File: src/hw/sldrv_defines.vh
// Constants for the status LED driver: register layout, reset values.
// Assumes inclusion by bare name from design files under hw/.
`ifndef SLDRV_DEFINES_VH
`define SLDRV_DEFINES_VH

// ******************************
// Register map
// ******************************
`define SLDRV_ADDR_W          4
`define SLDRV_ADDR_LED        4'h0
`define SLDRV_ADDR_CFG        4'h4

// ******************************
// Field positions of led_status_control
// ******************************
`define SLDRV_B_COMBINED      15
`define SLDRV_B_POL           14
`define SLDRV_B_OFF           13
`define SLDRV_B_FAST          12
`define SLDRV_B_WAKE          9
`define SLDRV_B_DUPLEX        8
`define SLDRV_B_STRETCH       7
`define SLDRV_B_LINK          6
`define SLDRV_B_MRX           5
`define SLDRV_B_RX            2
`define SLDRV_B_COL           0
// Cfg register: indicator programming allow
`define SLDRV_B_PROG_ALLOW    12

// Writable bits of the LED register; reserved and read-only bits excluded
`define SLDRV_LED_WMASK       32'h0000_73e5
`define SLDRV_LED_RESET       32'h0000_0080
`define SLDRV_CFG_RESET       32'h0000_0000
// Cfg register: only the programming allow bit is kept
`define SLDRV_CFG_WMASK       32'h0000_1000

// ******************************
// Stretcher
// ******************************
`define SLDRV_STRETCH_CYC     20'h0_f424
`define SLDRV_STRETCH_W       20

`endif

File: src/hw/sldrv_top.v
// Status LED driver: one LED register, condition combiner, pin stage.
// Assumes status inputs are asynchronous pins; soft reset/stop absent.
// Assumes a single-cycle register bus: one-cycle strobes, no wait states.
// Assumes the board pulls the pin up whenever the driver releases it.
// Functional notes
// - Polarity 0: pull pin low when indicator true, float otherwise.
// - Polarity 1: drive pin high when true, low when false.
// - Polarity changes only the pin; status bit stays true-high.
// - Disable bit 13 set keeps the pin undriven always.
// - Speed enable bit 12 shows 100 Mbps operation.
// - Bits 11 and 10 reserved: written zero, read zero.
// - Bit 9 shows wake frame detected while wake mode enabled.
// - Bit 8 shows link pass combined with full duplex.
// - Bit 7 enables stretching of each new event.
// - Bit 6 shows link pass state.
// - Bit 5 shows address-matched receive activity.
// - Bit 0 shows collision activity.
// - Hard reset clears enables; soft reset and stop leave them.
// - Hard reset sets stretch enable; soft reset and stop leave it.
// - Indicator is OR of enabled conditions and drives the pin.
// - Bit 15 reads unstretched indicator, read-only, reset-free.
// - LED register writes ignored while programming allow is clear.
//
// Decided for this implementation: the plain strobed port and the register offsets.
`timescale 1ns/1ps
`default_nettype none
`include "sldrv_defines.vh"

module sldrv_top #(
   parameter                         STRETCH_W   = `SLDRV_STRETCH_W,
   parameter [STRETCH_W-1:0]         STRETCH_CYC = `SLDRV_STRETCH_CYC
) (
   input  wire                       i_sys_clk,
   input  wire                       i_nrst,
   input  wire [`SLDRV_ADDR_W-1:0]   i_addr,
   input  wire [31:0]                i_wdata,
   input  wire                       i_wr,
   input  wire                       i_rd,
   output reg  [31:0]                o_rdata,
   input  wire                       i_fast_speed,
   input  wire                       i_wake_mode,
   input  wire                       i_wake_frame,
   input  wire                       i_link_pass,
   input  wire                       i_full_duplex,
   input  wire                       i_matched_rx,
   input  wire                       i_rx_activity,
   input  wire                       i_collision,
   output wire                       o_led_out,
   output wire                       o_led_oe_n
);

   // ******************************
   // Pin synchronisers
   // ******************************
   reg  [7:0] sync1_q;
   reg  [7:0] sync2_q;
   wire [7:0] raw_in;

   assign raw_in = {i_fast_speed, i_wake_mode, i_wake_frame, i_link_pass,
                    i_full_duplex, i_matched_rx, i_rx_activity, i_collision};

   always @(posedge i_sys_clk or negedge i_nrst) begin
      if (!i_nrst) begin
         sync1_q <= 8'h00;
         sync2_q <= 8'h00;
      end else begin
         sync1_q <= raw_in;
         sync2_q <= sync1_q;
      end
   end

   wire s_fast;
   wire s_wmode;
   wire s_wframe;
   wire s_link;
   wire s_duplex;
   wire s_mrx;
   wire s_rx;
   wire s_col;

   // Second stage only; the first stage may still be metastable
   assign s_fast   = sync2_q[7];
   assign s_wmode  = sync2_q[6];
   assign s_wframe = sync2_q[5];
   assign s_link   = sync2_q[4];
   assign s_duplex = sync2_q[3];
   assign s_mrx    = sync2_q[2];
   assign s_rx     = sync2_q[1];
   assign s_col    = sync2_q[0];

   // ******************************
   // Registers
   // ******************************
   reg  [31:0] led_q;
   reg  [31:0] led_d;
   reg  [31:0] cfg_q;
   reg  [31:0] cfg_d;
   wire        prog_allow;
   wire        sel_led;
   wire        sel_cfg;
   wire        wr_led;
   wire        wr_cfg;
   wire        rd_led;
   wire        rd_cfg;

   // ******************************
   // Address decode
   // ******************************
   // Strobes decoded once so write and read paths agree on the map
   assign sel_led    = (i_addr == `SLDRV_ADDR_LED);
   assign sel_cfg    = (i_addr == `SLDRV_ADDR_CFG);
   assign wr_led     = i_wr & sel_led;
   assign wr_cfg     = i_wr & sel_cfg;
   assign rd_led     = i_rd & sel_led;
   assign rd_cfg     = i_rd & sel_cfg;
   assign prog_allow = cfg_q[`SLDRV_B_PROG_ALLOW];

   // ******************************
   // Register next state
   // ******************************
   // A locked LED word keeps its value; the cfg word is never locked
   always @* begin
      led_d = led_q;
      cfg_d = cfg_q;
      if (wr_led && prog_allow) begin
         led_d = i_wdata & `SLDRV_LED_WMASK;
      end
      if (wr_cfg) begin
         cfg_d = i_wdata & `SLDRV_CFG_WMASK;
      end
   end

   // Only i_nrst (hard reset) touches these; no soft reset or stop input
   always @(posedge i_sys_clk or negedge i_nrst) begin
      if (!i_nrst) begin
         led_q <= `SLDRV_LED_RESET;
         cfg_q <= `SLDRV_CFG_RESET;
      end else begin
         led_q <= led_d;
         cfg_q <= cfg_d;
      end
   end

   // ******************************
   // Field decode
   // ******************************
   wire pol_sel;
   wire out_off;
   wire fast_show;
   wire wake_show;
   wire duplex_show;
   wire stretch_on;
   wire link_show;
   wire mrx_show;
   wire rx_show;
   wire col_show;

   assign pol_sel     = led_q[`SLDRV_B_POL];
   assign out_off     = led_q[`SLDRV_B_OFF];
   assign fast_show   = led_q[`SLDRV_B_FAST];
   assign wake_show   = led_q[`SLDRV_B_WAKE];
   assign duplex_show = led_q[`SLDRV_B_DUPLEX];
   assign stretch_on  = led_q[`SLDRV_B_STRETCH];
   assign link_show   = led_q[`SLDRV_B_LINK];
   assign mrx_show    = led_q[`SLDRV_B_MRX];
   assign rx_show     = led_q[`SLDRV_B_RX];
   assign col_show    = led_q[`SLDRV_B_COL];

   // ******************************
   // Condition combiner
   // ******************************
   wire term_fast;
   wire term_wake;
   wire term_duplex;
   wire term_link;
   wire term_mrx;
   wire term_rx;
   wire term_col;
   wire combined_indicator;

   assign term_fast   = fast_show & s_fast;
   assign term_wake   = wake_show & s_wmode & s_wframe;
   assign term_duplex = duplex_show & s_link & s_duplex;
   assign term_link   = link_show & s_link;
   assign term_mrx    = mrx_show & s_mrx;
   assign term_rx     = rx_show & s_rx;
   assign term_col    = col_show & s_col;

   // Bits 4, 3 and 1 have no source in this block and add nothing
   assign combined_indicator = term_fast | term_wake | term_duplex
                             | term_link | term_mrx | term_rx
                             | term_col;

   // ******************************
   // Stretcher
   // ******************************
   // Counter runs even with stretching off; only the mux ignores it
   wire stretched;

   sldrv_stretch #(
      .CNT_W  (STRETCH_W),
      .CYCLES (STRETCH_CYC)
   ) u_stretch (
      .i_sys_clk (i_sys_clk),
      .i_nrst    (i_nrst),
      .i_evt     (combined_indicator),
      .o_hold    (stretched)
   );

   // ******************************
   // Pin drive
   // ******************************
   reg  out_q;
   reg  out_d;
   reg  oe_n_q;
   reg  oe_n_d;
   wire lit;

   // Stretch applies to the pin only, so the status bit stays raw
   assign lit = stretch_on ? stretched : combined_indicator;

   // Open drain never drives high, so the data bit stays low there
   always @* begin
      out_d  = 1'b0;
      oe_n_d = 1'b1;
      if (out_off) begin
         out_d  = 1'b0;
         oe_n_d = 1'b1;
      end else if (pol_sel) begin
         out_d  = lit;
         oe_n_d = 1'b0;
      end else begin
         out_d  = 1'b0;
         oe_n_d = ~lit;
      end
   end

   // Registered pin stage avoids glitches from the combiner
   always @(posedge i_sys_clk or negedge i_nrst) begin
      if (!i_nrst) begin
         out_q  <= 1'b0;
         oe_n_q <= 1'b1;
      end else begin
         out_q  <= out_d;
         oe_n_q <= oe_n_d;
      end
   end

   // ******************************
   // Pin outputs
   // ******************************
   assign o_led_out  = out_q;
   assign o_led_oe_n = oe_n_q;

   // ******************************
   // Read port
   // ******************************
   reg  [31:0] led_view;
   reg  [31:0] rdata_d;

   // Built bit by bit so reserved and unused bits always read zero
   always @* begin
      led_view = 32'h0000_0000;
      // Status bit ignores polarity and stretch
      led_view[`SLDRV_B_COMBINED] = combined_indicator;
      led_view[`SLDRV_B_POL]      = pol_sel;
      led_view[`SLDRV_B_OFF]      = out_off;
      led_view[`SLDRV_B_FAST]     = fast_show;
      led_view[`SLDRV_B_WAKE]     = wake_show;
      led_view[`SLDRV_B_DUPLEX]   = duplex_show;
      led_view[`SLDRV_B_STRETCH]  = stretch_on;
      led_view[`SLDRV_B_LINK]     = link_show;
      led_view[`SLDRV_B_MRX]      = mrx_show;
      led_view[`SLDRV_B_RX]       = rx_show;
      led_view[`SLDRV_B_COL]      = col_show;
   end

   // Unmapped addresses and idle cycles both return zero
   always @* begin
      rdata_d = 32'h0000_0000;
      if (rd_led) begin
         rdata_d = led_view;
      end else if (rd_cfg) begin
         rdata_d = cfg_q;
      end
   end

   // ******************************
   // Read data register
   // ******************************
   // Data stands for one cycle only, then drops back to zero
   always @(posedge i_sys_clk or negedge i_nrst) begin
      if (!i_nrst) begin
         o_rdata <= 32'h0000_0000;
      end else begin
         o_rdata <= rdata_d;
      end
   end

endmodule // sldrv_top

`default_nettype wire

File: src/hw/sldrv_stretch.v
// Pulse stretcher: restartable down-counter holding its output high.
// Assumes i_evt is synchronous to i_sys_clk.
`timescale 1ns/1ps
`default_nettype none
`include "sldrv_defines.vh"

module sldrv_stretch #(
   parameter CNT_W = `SLDRV_STRETCH_W,
   parameter [CNT_W-1:0] CYCLES = `SLDRV_STRETCH_CYC
) (
   input  wire i_sys_clk,
   input  wire i_nrst,
   input  wire i_evt,
   output wire o_hold
);

   reg             evt_q;
   reg [CNT_W-1:0] cnt_q;
   wire            new_evt;

   // Only a rising edge counts as a new occurrence
   assign new_evt = i_evt & ~evt_q;

   always @(posedge i_sys_clk or negedge i_nrst) begin
      if (!i_nrst) begin
         evt_q <= 1'b0;
         cnt_q <= {CNT_W{1'b0}};
      end else begin
         evt_q <= i_evt;
         if (new_evt) begin
            cnt_q <= CYCLES;
         end else if (cnt_q != {CNT_W{1'b0}}) begin
            cnt_q <= cnt_q - {{(CNT_W-1){1'b0}}, 1'b1};
         end
      end
   end

   assign o_hold = i_evt | (cnt_q != {CNT_W{1'b0}});

endmodule // sldrv_stretch

`default_nettype wire

File: config.mk
export PLATFORM = sky130hd
export DESIGN_NAME = sldrv_top
export DESIGN_NICKNAME = d
export VERILOG_FILES = /design/src/hw/sldrv_top.v /design/src/hw/sldrv_stretch.v
export VERILOG_INCLUDE_DIRS = /design/src /design/src/hw
export SDC_FILE = /design/constraint.sdc
export NUM_CORES = 1
export LEC_CHECK = 0
export ABC_CLOCK_PERIOD_IN_PS = 3610
export BUFFER_PORTS_ARGS = -buffer_cell sky130_fd_sc_hd__buf_2
export CAP_MARGIN = 20
export CORE_AREA = 2 2 73 75
export DETAILED_ROUTE_END_ITERATION = 10
export DIE_AREA = 0 0 75 77
export GPL_ROUTABILITY_DRIVEN = 0
export PLACE_DENSITY = 0.81
export RECOVER_POWER = 50
export SETUP_SLACK_MARGIN = 0.1
export SLEW_MARGIN = 0
export SYNTH_ARGS = -nofsm -noshare
export SYNTH_HDL_FRONTEND = slang
export SYNTH_SLANG_ARGS = --single-unit
File: constraint.sdc
create_clock -name i_sys_clk -period 3.61 [get_ports i_sys_clk]
set_clock_uncertainty 0.15 [all_clocks]
set_input_delay 0.1805 -clock i_sys_clk [delete_from_list [all_inputs] [get_ports i_sys_clk]]
set_output_delay 0.1805 -clock i_sys_clk [all_outputs]
set_load 0.01 [all_outputs]
* Word-level counts from Yosys, hierarchy flattened *
Cells that the tools add are included.
Widths: inputs -> output; s select.

word-level totals
  bits in registers = 82
  output and inout port bits = 34
  bits of input ports = 48
  logic and storage cells = 47

cells by class
  eq/ne operators = 1
  bitwise logic cells = 23
  multiplexer cells = 9
  add/subtract/negate cells = 1
  reductions and logical operators = 4

operator list
  kind                   count
  $mux 20                2
  $reduce_bool 20->1     1
  $sub 20x1->20 const B  1
  $mux 16                1
  $and 1x1->1            14
  $mux 13                1
  $or 1x1->1             7
  $mux 1                 5
  $eq 4x3->1 const B     1
  $logic_not 4->1        1
  $not 1->1              2
  $reduce_bool 2->1      1
  $logic_and 1x1->1      1

* Longest topological paths before layout *
  depth after elaboration = 13
  mapped depth = 7
  mapped depth without buffers = 7

* By module *
Synthesis repeated with hierarchy kept, for this count alone.

second synthesis, totals
  cells, all modules = 235
  area, all modules = 2,817.7 um2

modules (own cells, without submodules)
  module         area each (um2)  instances  cells each
  sldrv_top      1,519.0          1          103
  sldrv_stretch  1,298.7          1          132

* Worst setup path before layout *
OpenSTA, ideal clock, no wires.

  kind = reg-to-reg
  start point = register u_stretch.cnt_q[0]
  end point = register u_stretch.cnt_q[0]
  data required time = 3.340 ns
  cell stages (with the launch flop) = 8
  slack = 1.506 ns
  data arrival time = 1.834 ns
  path buffers = 0
  path through = dfrtp_1 inv_1 ha_1 or4b_4 and4bb_4 and4_4 xnor2_1 nor2_2

on the way
  word-level cells in the longest chain between the ends = 3

RTL lines
  element                 line                text
  start, declared         sldrv_stretch.v:18  reg [CNT_W-1:0] cnt_q;
  start signal, assigned  sldrv_stretch.v:27  cnt_q <= {CNT_W{1'b0}};
  start signal, assigned  sldrv_stretch.v:33  cnt_q <= cnt_q - {{(CNT_W-1){1'b0}}, 1'b1};
  $sub 20x1->20           sldrv_stretch.v:33
  $mux 20                 sldrv_stretch.v:32  end else if (cnt_q != {CNT_W{1'b0}}) begin
  $mux 20                 sldrv_stretch.v:30  if (new_evt) begin

Several ways; a longest one is shown, not always the timed one. The select of a mux whose other input is x is not followed.
A chain may end at the register's enable or synchronous reset.

==> implementation parameters <==
Parameter                              Value

Floorplan
  Floorplan core area ... ~5000 µm²
  Die width ... between 70 and 80 µm
  Initial Utilization ... 51.9%
  Die height ... 77 µm
  Number of placement rows ... 26
  Floorplan die area ... roughly 5800 µm²
  I/O pin count ... 82

CTS
  Post-cts sizing count ... 0
  TritonCTS sink count ... 61
  TritonCTS Buffers ... 9
  Clock-pin transition on the worst setup and hold timing paths ... 0.06 ns
  Maximum buffer depth of the clock tree ... 2
  H-tree Lvls ... 3
  Clock tree from TritonCTS ... yes
  Clock latency on the worst-skew pair ... 0.33 ns
  Clock tree root buffer cell ... sky130_fd_sc_hd__clkbuf_8

Synthesis
  Share of the synthesized area in the top cell type ... between 50% and 60%
  Cell with the most instances after synthesis ... sky130_fd_sc_hd__dfrtp_1
  Yosys cell types ... 41
  Area of the mapped netlist ... 2580 µm²
  Synth area leader ... sky130_fd_sc_hd__dfrtp_1
  Ranking of synthesized cells by instance count ... 59 x sky130_fd_sc_hd__dfrtp_1, 21 x sky130_fd_sc_hd__buf_4, 17 x sky130_fd_sc_hd__nor2_1
  Syn. warnings ... 0
  Biggest area contributors in the synthesized netlist ... sky130_fd_sc_hd__dfrtp_1 57%, sky130_fd_sc_hd__buf_4 6.1%, sky130_fd_sc_hd__mux2_2 4.8%
  Async set-reset flop share out of synthesis ... 100%
  Mean area per synthesized cell ... 12.0 µm²
  Most common flop cell mapped by yosys ... sky130_fd_sc_hd__dfrtp_1
  Count of flip-flops with a built-in enable after synthesis ... 0
  FF+latch count, synth ... slightly above 60
  Count of mapped cells out of synthesis ... approximately 220
  Portion of the post-synthesis area used by sequential elements ... 59.2%

Global routing
  Via count of the first global-routing pass ... about 1900
  Wire length of the first global-routing pass ... 8.65 mm
  Pin count of the biggest net entering global routing ... 44
  Global Route Usage Sum ... 20.4%
  Number of antenna violations at the first check in global routing ... 0
  Gr ovfl total ... 0

Pwr
  Worst ir drop on vdd ... between 400 and 500 µV
  Pwr Density ... approximately 610 nW/µm²
  Post-layout power ... 1.95 mW
  Lkg Pwr ... between 1 and 1.5 nW

Worst setup path
  Crit path DAT ... 2.75 ns
  Endpoint required time on the critical path ... 3.91 ns
  Largest fanout on the critical path ... 43
  Element type at the critical path end ... async pin
  Category of the critical setup timing path ... in -> async
  Kind of start point of the critical path ... input port

Final layout
  Number of inserted filler cells in the final layout ... around 350
  Number of nets in the layout ... between 300 and 400
  Ratio of cells with drive above 1 in the final layout ... 20.6%
  Diode insertion count for antenna repair ... 0
  Growth of design area from synthesis to finish ... 24.0%

Routing
  Via count ... 1786
  Antenna violation net count after detailed routing ... 0
  Average wire length per cell after detail routing ... roughly 14 µm
  Post-detailed-route via-to-cell ratio ... approximately 4.9
  Detailed Route WL ... 5.17 mm
  Detailed-route DRC error count ... 0
  Drt first-iter violations ... 90
  1st-pass router iterations ... 4

STA
  Tightest slew margin relative to the limit ... -45.1%
  Clock period minus final worst setup slack ... between 2 and 2.5 ns
  Maximum achievable frequency ... 0.408 GHz
  Setup TNS after final layout ... 0 ns
  Total count of hold-check failures in the final report ... 0
  Post-route clock period utilization ... 68.0%
  RSZ-0062 raised after global routing ... no
  Final setup violating endpoints ... 0
  Slew Limit Fails ... 44
  Transition time at the pin with the least slew margin ... 2.18 ns

Run
  Maximum capacitance violations ... 1

Placed design
  Estimated wirelength of the detail-placed design ... 3.14 mm
  Number of buffers inserted by port buffering ... 38

Status
  Status ... finished, violations left
  Violations in the final reports ... max-capacitance violations, max-slew violations

Min path
  Worst hold path class ... in -> reg
## layout make-up
class                   instances  area (µm²)  area share (%)
inverters                       4        15.0           0.469
clock buffers                  12         145            4.53
flip-flops and latches         61        1530            47.7
repair buffers                 62         407            12.7
multi-input cells             148         947            29.6
clock inverters                 4        72.6            2.27
well taps                      70        87.6            2.73
## state kept, by name (all words and copies together), names as in the netlist
name / flops
u_stretch.cnt_q: 20
o_rdata: 11
led_q: 10
sync1_q: 8
sync2_q: 8
cfg_q: 1
o_led_oe_n: 1
o_led_out: 1
u_stretch.evt_q: 1
## critical path, stage by stage
cell                            delay (ns)
sky130_fd_sc_hd__dlygate4sd3_1        0.52
sky130_fd_sc_hd__clkbuf_1             1.56
sky130_fd_sc_hd__buf_4                0.49
## timing repair
action / CTS / global route
hold buffers: 22 / 0
buffers inserted: 0 / 0
hold endpoints to repair: 62 / 0
## cells by family (layout without fill, tap and decap cells)
logic type | count (synthesis) | count (layout) | share of synthesized area, %
mux | 13 | 13 | 5.57
other cells | 1 | 21 | 0.145
simple gates | 83 | 83 | 19.3
xor+xnor | 9 | 9 | 3.05
buf+inv | 27 | 82 | 7.02
flops | 61 | 61 | 59.2
compound gates | 20 | 20 | 4.70
fa+ha+maj | 2 | 2 | 0.969
## power by group
| part | switching, mW | internal [mW] | leakage [nW] |
|---|---|---|---|
| clock | 0.252 | 0.407 | 0.107 |
| combinational | 0.225 | 0.170 | 0.595 |
| sequential | 0.0962 | 0.796 | 0.756 |
## routing by layer
| layer | up-vias | part of all wire, % | GRT usage [%] |
|---|---|---|---|
| met5 | - | 0 | 0 |
| met4 | 0 | 0.85 | 6.43 |
| met3 | 6 | 5.0 | 6.31 |
| met2 | 64 | 54 | 33.0 |
| met1 | 865 | 40 | 26.1 |
| li1 | 851 | - | - |
## per-stage QoR
stage,cells,cell area (µm²),hold slack [ns],util (%),worst slack (ns)
floorplan,236,2660,-0.265,-,1.51
global placement,322,2780,0.138,55.8,1.35
detailed placement,323,2780,0.140,55.9,1.35
CTS,361,3220,0.0240,64.7,1.34
global route,361,3200,0.0657,64.4,0.677
finish,361,3200,0.0773,64.4,1.16
## path summary, 6_finish.rpt
path / from / slack, ns / depth (start not counted) / to
min reg2reg: sync1_q[2]$_DFF_PN0_ / 0.20 / 0 / sync2_q[2]$_DFF_PN0_
max: i_nrst / 1.16 / 3 / led_q[7]$_DFFE_PN1P_
min in group asynchronous: i_nrst / 0.88 / 2 / u_stretch.cnt_q[11]$_DFFE_PN0P_
max reg2reg: u_stretch.cnt_q[0]$_DFFE_PN0P_ / 1.33 / 7 / o_led_oe_n$_DFF_PN1_
max in group i_sys_clk: u_stretch.cnt_q[0]$_DFFE_PN0P_ / 1.33 / 7 / o_led_oe_n$_DFF_PN1_
min: i_wr / 0.08 / 3 / cfg_q[12]$_DFFE_PN0P_
## placed cells by master (no fill, tap or decap), types with 9 or more instances in the layout
cell type / count
sky130_fd_sc_hd__clkbuf_8: 10
sky130_fd_sc_hd__dfrtp_1: 59
sky130_fd_sc_hd__nand3_1: 9
sky130_fd_sc_hd__xnor2_1: 9
sky130_fd_sc_hd__buf_2: 23
sky130_fd_sc_hd__mux2_2: 11
sky130_fd_sc_hd__nand2_1: 9
sky130_fd_sc_hd__nor2_1: 17
sky130_fd_sc_hd__conb_1: 21
sky130_fd_sc_hd__nor3_1: 10
sky130_fd_sc_hd__a21oi_1: 9
sky130_fd_sc_hd__clkbuf_1: 17
sky130_fd_sc_hd__dlygate4sd3_1: 22
sky130_fd_sc_hd__and2_1: 9
(Power assumes the default switching activity.)
